--- src/inc/dn_filter_consts.svh ---
// Constants for the day/night filter controller
`ifndef DN_FILTER_CONSTS_SVH
`define DN_FILTER_CONSTS_SVH

// ************************************************************
// Register byte offsets
// ************************************************************
`define REG_MODE_OFS 12'h000
`define REG_THRESHOLD_OFS 12'h004
`define REG_DWELL_OFS 12'h008
`define REG_LEVEL_OFS 12'h00C
`define REG_STATUS_OFS 12'h010

// ************************************************************
// Field positions and reset values
// ************************************************************
`define MODE_SEL_LSB 0
`define MODE_SEL_MSB 1
`define MODE_REPORT_BIT 4
`define MODE_PRESENT_BIT 5
`define MODE_RESET 32'h0000_0020
`define THRESHOLD_RESET 16'h0000
`define DWELL_RESET 16'h000A
`define STATUS_NIGHT_BIT 0
`define STATUS_DWELL_BIT 1
`define STATUS_EXTERNAL_BIT 2

// ************************************************************
// Timing and AXI response codes
// ************************************************************
`define CLK_HZ 200000000
`define SECOND_NS 1000000000
`define CLK_PERIOD_NS 5
`define AXI_OKAY 2'h0
`define AXI_SLVERR 2'h2

`endif

--- src/inc/dn_filter_pkg.sv ---
// Types for the day/night filter controller
package dn_filter_pkg;

  typedef enum logic [1:0] {
    mode_auto,
    mode_night,
    mode_day,
    mode_input
  } filter_mode_t;

  typedef struct packed {
    logic [1:0] sel;
    logic report_en;
    logic present;
  } mode_cfg_t;

  typedef struct packed {
    logic night;
    logic dwell_busy;
    logic external;
  } filter_status_t;

endpackage : dn_filter_pkg

--- src/hw/day_night_filter_control.sv ---
// Day/night IR-cut filter position controller with AXI4-Lite registers
`timescale 1ns/10ps
`include "dn_filter_consts.svh"

module day_night_filter_control #(
  parameter int TICKS_PER_SECOND = `SECOND_NS / `CLK_PERIOD_NS,
  parameter int LEVEL_W = 16
) (
  // Clock and reset
  input wire logic clk,
  input wire logic rstn,
  // AXI4-Lite write address
  input wire logic [11:0] s_axi_awaddr,
  input wire logic s_axi_awvalid,
  output logic s_axi_awready,
  // AXI4-Lite write data
  input wire logic [31:0] s_axi_wdata,
  input wire logic [3:0] s_axi_wstrb,
  input wire logic s_axi_wvalid,
  output logic s_axi_wready,
  // AXI4-Lite write response
  output logic [1:0] s_axi_bresp,
  output logic s_axi_bvalid,
  input wire logic s_axi_bready,
  // AXI4-Lite read address
  input wire logic [11:0] s_axi_araddr,
  input wire logic s_axi_arvalid,
  output logic s_axi_arready,
  // AXI4-Lite read data
  output logic [31:0] s_axi_rdata,
  output logic [1:0] s_axi_rresp,
  output logic s_axi_rvalid,
  input wire logic s_axi_rready,
  // Darkness measurement
  input wire logic signed [LEVEL_W-1:0] measured_darkness,
  // Filter actuator and I/O ports
  input wire logic position_select_input_function,
  output logic filter_night,
  output logic position_report_output_function
);
  import dn_filter_pkg::*;

  // ************************************************************
  // Reset synchroniser
  // ************************************************************
  logic rst_meta;
  logic rst_n;

  always_ff @(posedge clk or negedge rstn) begin
    if (!rstn) begin
      rst_meta <= 1'b0;
      rst_n <= 1'b0;
    end else begin
      rst_meta <= 1'b1;
      rst_n <= rst_meta;
    end
  end

  // ************************************************************
  // Registers
  // ************************************************************
  mode_cfg_t mode_cfg;
  localparam logic [31:0] MODE_RESET_WORD = `MODE_RESET;
  logic signed [LEVEL_W-1:0] darkness_threshold;
  logic [15:0] transition_dwell_seconds;
  logic signed [LEVEL_W-1:0] level_reg;
  filter_status_t status;
  logic dwell_busy;
  logic dwell_done;

  // ************************************************************
  // AXI4-Lite write channel
  // ************************************************************
  logic aw_held;
  logic w_held;
  logic [11:0] aw_addr;
  logic [31:0] w_data;
  logic [3:0] w_strb;
  logic do_write;
  logic [31:0] next_word;
  logic [31:0] old_word;
  logic wr_ok;

  assign s_axi_awready = !aw_held && !s_axi_bvalid;
  assign s_axi_wready = !w_held && !s_axi_bvalid;
  assign do_write = aw_held && w_held && !s_axi_bvalid;

  always_ff @(posedge clk or negedge rst_n) begin
    if (!rst_n) begin
      aw_held <= 1'b0;
      aw_addr <= 12'h000;
    end else if (s_axi_awvalid && s_axi_awready) begin
      aw_held <= 1'b1;
      aw_addr <= s_axi_awaddr;
    end else if (do_write) begin
      aw_held <= 1'b0;
    end
  end

  always_ff @(posedge clk or negedge rst_n) begin
    if (!rst_n) begin
      w_held <= 1'b0;
      w_data <= 32'h0000_0000;
      w_strb <= 4'h0;
    end else if (s_axi_wvalid && s_axi_wready) begin
      w_held <= 1'b1;
      w_data <= s_axi_wdata;
      w_strb <= s_axi_wstrb;
    end else if (do_write) begin
      w_held <= 1'b0;
    end
  end

  always_comb begin
    old_word = 32'h0000_0000;
    wr_ok = 1'b1;
    case (aw_addr)
      `REG_MODE_OFS: begin
        old_word[`MODE_SEL_MSB:`MODE_SEL_LSB] = mode_cfg.sel;
        old_word[`MODE_REPORT_BIT] = mode_cfg.report_en;
        old_word[`MODE_PRESENT_BIT] = mode_cfg.present;
      end
      `REG_THRESHOLD_OFS: old_word = 32'(unsigned'(darkness_threshold));
      `REG_DWELL_OFS: old_word = {16'h0000, transition_dwell_seconds};
      default: wr_ok = 1'b0;
    endcase
  end

  // Byte lanes merged by strobe
  genvar lane;
  generate
    for (lane = 0; lane < 4; lane++) begin : g_lane
      assign next_word[lane*8 +: 8] = w_strb[lane] ? w_data[lane*8 +: 8] : old_word[lane*8 +: 8];
    end
  endgenerate

  always_ff @(posedge clk or negedge rst_n) begin
    if (!rst_n) begin
      s_axi_bvalid <= 1'b0;
      s_axi_bresp <= `AXI_OKAY;
    end else if (do_write) begin
      s_axi_bvalid <= 1'b1;
      s_axi_bresp <= wr_ok ? `AXI_OKAY : `AXI_SLVERR;
    end else if (s_axi_bready) begin
      s_axi_bvalid <= 1'b0;
    end
  end

  always_ff @(posedge clk or negedge rst_n) begin
    if (!rst_n) begin
      mode_cfg.sel <= MODE_RESET_WORD[`MODE_SEL_MSB:`MODE_SEL_LSB];
      mode_cfg.report_en <= MODE_RESET_WORD[`MODE_REPORT_BIT];
      mode_cfg.present <= MODE_RESET_WORD[`MODE_PRESENT_BIT];
    end else if (do_write && aw_addr == `REG_MODE_OFS) begin
      mode_cfg.sel <= next_word[`MODE_SEL_MSB:`MODE_SEL_LSB];
      mode_cfg.report_en <= next_word[`MODE_REPORT_BIT];
      mode_cfg.present <= next_word[`MODE_PRESENT_BIT];
    end
  end

  always_ff @(posedge clk or negedge rst_n) begin
    if (!rst_n) begin
      darkness_threshold <= LEVEL_W'(`THRESHOLD_RESET);
    end else if (do_write && aw_addr == `REG_THRESHOLD_OFS) begin
      darkness_threshold <= next_word[LEVEL_W-1:0];
    end
  end

  always_ff @(posedge clk or negedge rst_n) begin
    if (!rst_n) begin
      transition_dwell_seconds <= `DWELL_RESET;
    end else if (do_write && aw_addr == `REG_DWELL_OFS) begin
      transition_dwell_seconds <= next_word[15:0];
    end
  end

  // ************************************************************
  // AXI4-Lite read channel
  // ************************************************************
  assign s_axi_arready = !s_axi_rvalid;

  always_ff @(posedge clk or negedge rst_n) begin
    if (!rst_n) begin
      s_axi_rvalid <= 1'b0;
      s_axi_rdata <= 32'h0000_0000;
      s_axi_rresp <= `AXI_OKAY;
    end else if (s_axi_arvalid && s_axi_arready) begin
      s_axi_rvalid <= 1'b1;
      s_axi_rresp <= `AXI_OKAY;
      s_axi_rdata <= 32'h0000_0000;
      case (s_axi_araddr)
        `REG_MODE_OFS: begin
          s_axi_rdata[`MODE_SEL_MSB:`MODE_SEL_LSB] <= mode_cfg.sel;
          s_axi_rdata[`MODE_REPORT_BIT] <= mode_cfg.report_en;
          s_axi_rdata[`MODE_PRESENT_BIT] <= mode_cfg.present;
        end
        `REG_THRESHOLD_OFS: s_axi_rdata <= 32'(darkness_threshold);
        `REG_DWELL_OFS: s_axi_rdata <= {16'h0000, transition_dwell_seconds};
        `REG_LEVEL_OFS: s_axi_rdata <= 32'(level_reg);
        `REG_STATUS_OFS: begin
          s_axi_rdata[`STATUS_NIGHT_BIT] <= status.night;
          s_axi_rdata[`STATUS_DWELL_BIT] <= status.dwell_busy;
          s_axi_rdata[`STATUS_EXTERNAL_BIT] <= status.external;
        end
        default: s_axi_rresp <= `AXI_SLVERR;
      endcase
    end else if (s_axi_rready) begin
      s_axi_rvalid <= 1'b0;
    end
  end

  // ************************************************************
  // Darkness sampling and comparison
  // ************************************************************
  logic is_dark;
  logic wants_move;
  filter_mode_t mode;

  always_ff @(posedge clk or negedge rst_n) begin
    if (!rst_n) begin
      level_reg <= '0;
    end else begin
      level_reg <= measured_darkness;
    end
  end

  assign is_dark = level_reg > darkness_threshold;
  assign mode = filter_mode_t'(mode_cfg.sel);
  assign wants_move = mode == mode_auto && mode_cfg.present &&
    ((!filter_night && is_dark) || (filter_night && (level_reg < darkness_threshold)));

  dwell_timer #(
    .TICKS_PER_SECOND(TICKS_PER_SECOND)
  ) u_dwell (
    .clk(clk),
    .rst_n(rst_n),
    .run(wants_move),
    .seconds(transition_dwell_seconds),
    .expired(dwell_done),
    .busy(dwell_busy)
  );

  // ************************************************************
  // Filter position
  // ************************************************************
  always_ff @(posedge clk or negedge rst_n) begin
    if (!rst_n) begin
      filter_night <= 1'b0;
    end else if (!mode_cfg.present) begin
      filter_night <= 1'b0;
    end else begin
      case (mode)
        mode_auto: if (dwell_done) filter_night <= !filter_night;
        mode_night: filter_night <= 1'b1;
        mode_day: filter_night <= 1'b0;
        mode_input: filter_night <= position_select_input_function;
        default: filter_night <= 1'b0;
      endcase
    end
  end

  always_ff @(posedge clk or negedge rst_n) begin
    if (!rst_n) begin
      position_report_output_function <= 1'b0;
    end else begin
      position_report_output_function <= mode_cfg.report_en && mode_cfg.present && filter_night;
    end
  end

  always_ff @(posedge clk or negedge rst_n) begin
    if (!rst_n) begin
      status <= '0;
    end else begin
      status.night <= filter_night;
      status.dwell_busy <= dwell_busy;
      status.external <= !mode_cfg.present;
    end
  end

  // ************************************************************
  // Assertions
  // ************************************************************
  a_forced_night: assert property (@(posedge clk) disable iff (!rst_n)
    (mode == mode_night && mode_cfg.present) |=> filter_night)
    else $error("Forced night not applied");

  a_forced_day: assert property (@(posedge clk) disable iff (!rst_n)
    (mode == mode_day && mode_cfg.present) |=> !filter_night)
    else $error("Forced day not applied");

  a_input_follow: assert property (@(posedge clk) disable iff (!rst_n)
    (mode == mode_input && mode_cfg.present) |=> filter_night == $past(position_select_input_function))
    else $error("Input mode not followed");

  a_report_night: assert property (@(posedge clk) disable iff (!rst_n)
    (mode_cfg.report_en && mode_cfg.present) |=> position_report_output_function == $past(filter_night))
    else $error("Report does not match position");

  a_external_quiet: assert property (@(posedge clk) disable iff (!rst_n)
    !mode_cfg.present |=> (!filter_night && !position_report_output_function))
    else $error("External filter moved or reported");

  a_auto_hold: assert property (@(posedge clk) disable iff (!rst_n)
    (mode == mode_auto && mode_cfg.present && !dwell_done) |=> $stable(filter_night))
    else $error("Auto moved before dwell");

  a_dark_start: assert property (@(posedge clk) disable iff (!rst_n)
    (mode == mode_auto && mode_cfg.present && !filter_night && !is_dark) |-> !dwell_done)
    else $error("Night move without darkness");

  a_bright_start: assert property (@(posedge clk) disable iff (!rst_n)
    (mode == mode_auto && mode_cfg.present && filter_night && level_reg >= darkness_threshold) |-> !dwell_done)
    else $error("Day move without brightness");

  a_level_read: assert property (@(posedge clk) disable iff (!rst_n)
    (s_axi_arvalid && s_axi_arready && s_axi_araddr == `REG_LEVEL_OFS) |=>
      (s_axi_rvalid && s_axi_rdata == 32'($past(level_reg))))
    else $error("Level readback wrong");

endmodule : day_night_filter_control

--- src/hw/dwell_timer.sv ---
// Seconds-based dwell timer with restart
`timescale 1ns/10ps
`include "dn_filter_consts.svh"

module dwell_timer #(
  parameter int TICKS_PER_SECOND = `CLK_HZ
) (
  // Clock and reset
  input wire logic clk,
  input wire logic rst_n,
  // Control
  input wire logic run,
  input wire logic [15:0] seconds,
  // Result
  output logic expired,
  output logic busy
);
  import dn_filter_pkg::*;

  logic [31:0] tick;
  logic [15:0] secs;

  // ************************************************************
  // Counting
  // ************************************************************
  // restart when dropped
  always_ff @(posedge clk or negedge rst_n) begin
    if (!rst_n) begin
      tick <= 32'h0000_0000;
      secs <= 16'h0000;
    end else if (!run || expired) begin
      tick <= 32'h0000_0000;
      secs <= 16'h0000;
    end else if (tick == 32'(TICKS_PER_SECOND - 1)) begin
      tick <= 32'h0000_0000;
      secs <= secs + 16'h0001;
    end else begin
      tick <= tick + 32'h0000_0001;
    end
  end

  assign expired = run && (secs >= seconds);
  assign busy = run && !expired;

endmodule : dwell_timer

--- config.mk ---
export PLATFORM = sky130hd
export DESIGN_NAME = day_night_filter_control
export DESIGN_NICKNAME = d
export VERILOG_FILES = /design/src/inc/dn_filter_pkg.sv /design/src/hw/day_night_filter_control.sv /design/src/hw/dwell_timer.sv
export VERILOG_INCLUDE_DIRS = /design/src /design/src/inc
export SDC_FILE = /design/constraint.sdc
export NUM_CORES = 1
export LEC_CHECK = 0
export ABC_AREA = 1
export BUFFER_PORTS_ARGS = -buffer_cell sky130_fd_sc_hd__buf_2
export CORE_MARGIN = 4
export CORE_UTILIZATION = 40
export DETAILED_ROUTE_END_ITERATION = 10
export PLACE_DENSITY = 0.6
export SKIP_LAST_GASP = 1
export SYNTH_ARGS = -nofsm -noshare
export SYNTH_HDL_FRONTEND = slang
export SYNTH_SLANG_ARGS = --single-unit
--- constraint.sdc ---
create_clock -name clk -period 13.7 [get_ports clk]
set_input_delay 1.37 -clock clk [delete_from_list [all_inputs] [get_ports clk]]
set_output_delay 1.37 -clock clk [all_outputs]
set_load 0.005 [all_outputs]
# Word-level counts from Yosys, hierarchy flattened

Index checks and enable logic that the tools add are counted.

Flip-flop bits (word level): 177
Output and inout bits: 43
Word-level logic and storage cells: 107

$add $sub $neg: 2
Magnitude comparators: 3
Equal/unequal tests: 11
Muxes and demuxes: 28
Reductions and logical operators: 38

Operators with widths:

| cell                                                                     | number |
|---|---|
| 26-bit one-hot mux with 3 select lines                                   | 1 |
| 32-bit two-way mux                                                       | 2 |
| 12-bit by 4-bit equality test with 1-bit output (second input constant)  | 3 |
| 32-bit by 1-bit adder with 32-bit output (second input constant)         | 1 |
| 32-bit by 28-bit equality test with 1-bit output (second input constant) | 1 |
| 16-bit two-way mux                                                       | 2 |
| 12-bit by 3-bit equality test with 1-bit output (second input constant)  | 2 |
| 12-bit zero test                                                         | 2 |
| 10-bit one-hot mux with 2 select lines                                   | 1 |
| 1-bit logical AND                                                        | 18 |
| 16-bit by 1-bit adder with 16-bit output (second input constant)         | 1 |
| 16-bit >= comparator                                                     | 1 |
| 16-bit greater-than comparator                                           | 1 |
| 16-bit less-than comparator                                              | 1 |
| 8-bit two-way mux                                                        | 2 |
| 12-bit by 5-bit equality test with 1-bit output (second input constant)  | 1 |
| 2-bit one-hot mux with 3 select lines                                    | 2 |
| 1-bit two-way mux                                                        | 10 |
| 2-bit one-hot mux with 5 select lines                                    | 1 |
| 2-bit nonzero test                                                       | 5 |
| 1-bit zero test                                                          | 8 |
| 1-bit one-hot mux with 4 select lines                                    | 2 |
| 2-bit one-hot mux with 4 select lines                                    | 1 |
| 5-bit OR reduction                                                       | 1 |
| other kinds (9)                                                          | 12 |

# Logic depth before layout (Yosys ltp)

Word-level depth: 8
Mapped depth: 16
Mapped depth without buffers: 16

# Cells and area by module

Synthesis repeated with hierarchy kept, for this count alone.

Cells, all modules: 1,138
Area, all modules: 8,911.0 um2

By module, submodules not included:

| module                   | times used | cells each | area an instance (um2) | sequential area each (um2) |
|---|---|---|---|---|
| day_night_filter_control | 1          | 657        | 5,566.6                | 2,806.4 |
| dwell_timer              | 1          | 481        | 3,344.5                | 1,201.2 |

# Worst setup path after synthesis

OpenSTA, ideal clock, no wires.

Path kind: input -> register
Start point: input s_axi_araddr[1]
End point: register s_axi_rdata[10]
Data arrival time: 2.525 ns
Required time: 13.634 ns
Slack: 11.110 ns
Cell stages on the path: 8
Path buffers: 1
Cell sequence: nor2_1 nand3_1 nor3_1 clkbuf_1 nand2_1 o221ai_1 nand2_1 nand2_1

Longest elaborated chain between the ends: 2

Ends and longest elaborated chain:

| element                                                                                                            | line                            | text |
|---|---|---|
| start, declared                                                                                                    | day_night_filter_control.sv:26  | `input wire logic [11:0] s_axi_araddr,` |
| 12-bit by 4-bit equality test with 1-bit output or 12-bit by 3-bit equality test with 1-bit output (tied branches) | day_night_filter_control.sv:191 | `case (s_axi_araddr)` |
| 26-bit one-hot mux with 3 select lines (*)                                                                         | day_night_filter_control.sv:191 |  |
| end signal, assigned by index                                                                                      | day_night_filter_control.sv:193 | `` s_axi_rdata[`MODE_SEL_MSB:`MODE_SEL_LSB] <= mode_cfg.sel; `` |
| end signal, assigned by index                                                                                      | day_night_filter_control.sv:194 | `` s_axi_rdata[`MODE_REPORT_BIT] <= mode_cfg.report_en; `` |
| end signal, assigned by index                                                                                      | day_night_filter_control.sv:195 | `` s_axi_rdata[`MODE_PRESENT_BIT] <= mode_cfg.present; `` |
| end, declared                                                                                                      | day_night_filter_control.sv:30  | `output logic [31:0] s_axi_rdata,` |

Mark *: on every way between the ends. The rest lies on a longest branch, timed or not.
A chain may end at the register's enable or synchronous reset.

# Final worst setup path

Start point: input s_axi_arvalid
End point: register s_axi_rdata[15]

Longest elaborated chain between the ends: 1

Ends and longest elaborated chain:

| element           | line                            | text |
|---|---|---|
| start, declared   | day_night_filter_control.sv:27  | `input wire logic s_axi_arvalid,` |
| 1-bit logical AND | day_night_filter_control.sv:187 | `end else if (s_axi_arvalid && s_axi_arready) begin` |

Every way passes these cells.

==> flow_metrics.py <==
metrics = {
    "placed_design": {
        "io_buffers": 106,
        "hpwl_microns": 15100,
        "dpl_cell_area_sq_mm": 0.00908,
        "gp_congestion": 0.894,
    },
    "yosys": {
        "synth_cells": 1019,
        "ys_seq_area_share_pct": 47.5,
        "synth_area_leader_cell": "dfrtp_1",
        "ys_ff_latch": 160,
        "ys_warn_count": 0,
        "avgSynthCellArea_sq_um": 8.27,
        "yosysTopAreaCellShare_pct": 46.6,
        "synth_area_leaders": "dfrtp_1, nand2_1, inv_1",
        "netlist_area_sq_mm": 0.00843,
        "ys_types": 38,
    },
    "timing": {
        "worst_pin_slew_ps": 1080,
        "fmax_mhz": 352,
        "setup_violations": 0,
        "fin_setup_tns_ps": 0,
        "slew-limit-headroom_pct": 28.2,
        "fin_crit_ps": 2840,
        "timing.final.crit_share_pct": 20.7,
        "fin_worst_skew_ps": 8.75,
        "hold_violations": 0,
        "slew_viol_final": 0,
        "rsz0062_at_grt": "false",
    },
    "run_status": {
        "status": "finished clean",
    },
    "grt": {
        "grt_usage_pct": 17.8,
        "antenna_found_initial": 0,
        "met3_usage_pct": 4.10,
        "busiest_layer": "met2",
        "grt_max_degree": 85,
        "grt_use_met1_pct": 26.0,
        "grtUsageMet2_pct": 26.5,
        "grt_pass1_wl_microns": 33700,
        "overflow": 0,
        "grt_pass1_vias": 6592,
    },
    "layout": {
        "top_register": "u_dwell.tick",
        "syn2layout_area_growth_pct": 14.9,
        "largest_reg_flops": 32,
        "drive_gt1_share_pct": 16.5,
        "final_common_cell": "nand2_1",
        "final_nets": 1225,
        "n_antenna_cell": 0,
        "layout_common_cells": "nand2_1, dfrtp_1, inv_1",
        "seq_area_sq_mm": 0.00401,
        "fillers": 2021,
        "stdcell_area_sq_mm": 0.00969,
        "reg.largest.list": "u_dwell.tick x32, s_axi_rdata x17",
        "multi_input_area_sq_mm": 0.00372,
    },
    "setup_path": {
        "cp-start-kind": "primary input",
        "slowest_stage": "clkinv_1",
        "cp-end-kind": "flop",
        "max_stage_delay_ps": 640,
        "path_max_fanout": 19,
        "cp_common_cell": "nand2_1",
        "worstPathCellList": "buf_2 > nand2_1 > clkinv_1 > nand2_1 > nor2_1 > a21oi_1 > o31ai_1",
        "path_buf_inv": 2,
        "cp_top_family": "simple AND/OR/NAND/NOR gates",
        "worstPathRequired_ps": 14010,
        "critical_path_class": "primary input to flop",
        "critical_path_arrival_ps": 3150,
    },
    "power": {
        "irDropWorstVdd_v": 0.0000719,
        "p_leak_nw": 4.53,
        "p_per_area_mw_per_mm2": 127,
        "power_mw": 1.23,
    },
    "cts": {
        "clock-sinks": 160,
        "insertion_delay_ps": 430,
        "cts-buffers-inserted": 17,
        "cts_htree_levels": 4,
        "cts_setup_buffers": 0,
        "cts_resized": 0,
        "cts-root-buf": "clkbuf_16",
        "postCtsHoldBufs": 0,
        "path_clk_slew_ps": 60,
        "cts_tree": "done",
        "cts_buffer_depth": 2,
    },
    "routing": {
        "num_vias": 7026,
        "via_per_inst": 5.05,
        "postRouteAntennaNets": 0,
        "wl_microns": 20400,
        "drc": 0,
        "wire_per_inst_microns": 14.7,
        "first_pass_iters": 5,
        "drt_iter0_markers": 520,
    },
    "floorplan": {
        "die_h_microns": 153,
        "dieArea_sq_mm": 0.0235,
        "rows": 52,
        "core-area_sq_mm": 0.0205,
        "initial_utilization_pct": 41.1,
        "ios": 127,
        "die_x_microns": 153,
    },
    "worst_hold_path": {
        "hold_class": "flop to flop",
    },
    "flow_run": {
        "cap_violations": 0,
    },
}
-- kinds of logic after synthesis --
kind of cell	count (synthesis)	share of synthesized area (%)
other cells	2	0.0891
flops	160	47.5
mux	18	2.40
simple gates	470	23.7
compound gates	143	9.84
xor+xnor	29	3.01
fa+ha+maj	34	5.05
buf+inv	163	8.35
-- cell type report --
cell class	count	area share (%)
Tap cell	270	3.49
Sequential cell	160	41.4
Inverter	122	4.73
Clock inverter	12	1.64
Timing Repair Buffer	109	5.71
Clock buffer	20	4.61
Multi-Input combinational cell	697	38.4
-- worst paths after layout --
kind / cells after the start / start / slack (ps) / end
setup / recovery: 7 / s_axi_arvalid / 10860 / s_axi_rdata[15]
hold / removal: 0 / rst_meta / 360 / rst_n
setup reg to reg: 14 / darkness_threshold[15] / 11190 / u_dwell.secs[13]
hold reg to reg: 0 / rst_meta / 360 / rst_n
max in group asynchronous: 1 / rst_n / 11590 / s_axi_rvalid
min in group asynchronous: 0 / rst_n / 550 / aw_addr[6]
-- power by group --
group          total (mW)  leakage [nW]  internal (mW)  switching [mW]
sequential          0.564          2.03          0.528          0.0358
combinational       0.176          2.21         0.0747           0.101
clock               0.488         0.291          0.293           0.195
-- per-stage QoR --
stage	cells	util [%]	hold slack [ps]	setup WS [ps]
floorplan	1020	-	331	8920
global placement	1358	44.3	335	10400
detailed placement	1358	44.3	348	10390
CTS	1390	47.3	362	10830
global route	1390	47.3	380	10590
finish	1390	47.3	360	10860
-- synthesized netlist by cell type, drive strengths merged --
library cell,count
nand2,233
dfrtp,157
nor2,129
inv,120
o21ai,73
nand3,44
ha,34
nor3,32
a21oi,30
buf,26
xor2,23
o221ai,22
nand4,19
mux2,18
clkbuf,15
o22ai,12
nor4,6
xnor2,6
or2,5
dfstp,3
clkinv,2
conb,2
o31ai,2
a41oi,1
and3b,1
nor3b,1
o211ai,1
o21a,1
o21bai,1
-- metal layers --
metal  wire length [microns]  share of wire (%)
met1                   10000                 49
met3                    1320                6.5
met2                    8870                 43
met5                       0                  0
met4                     243                1.2
(Power assumes the default switching activity.)
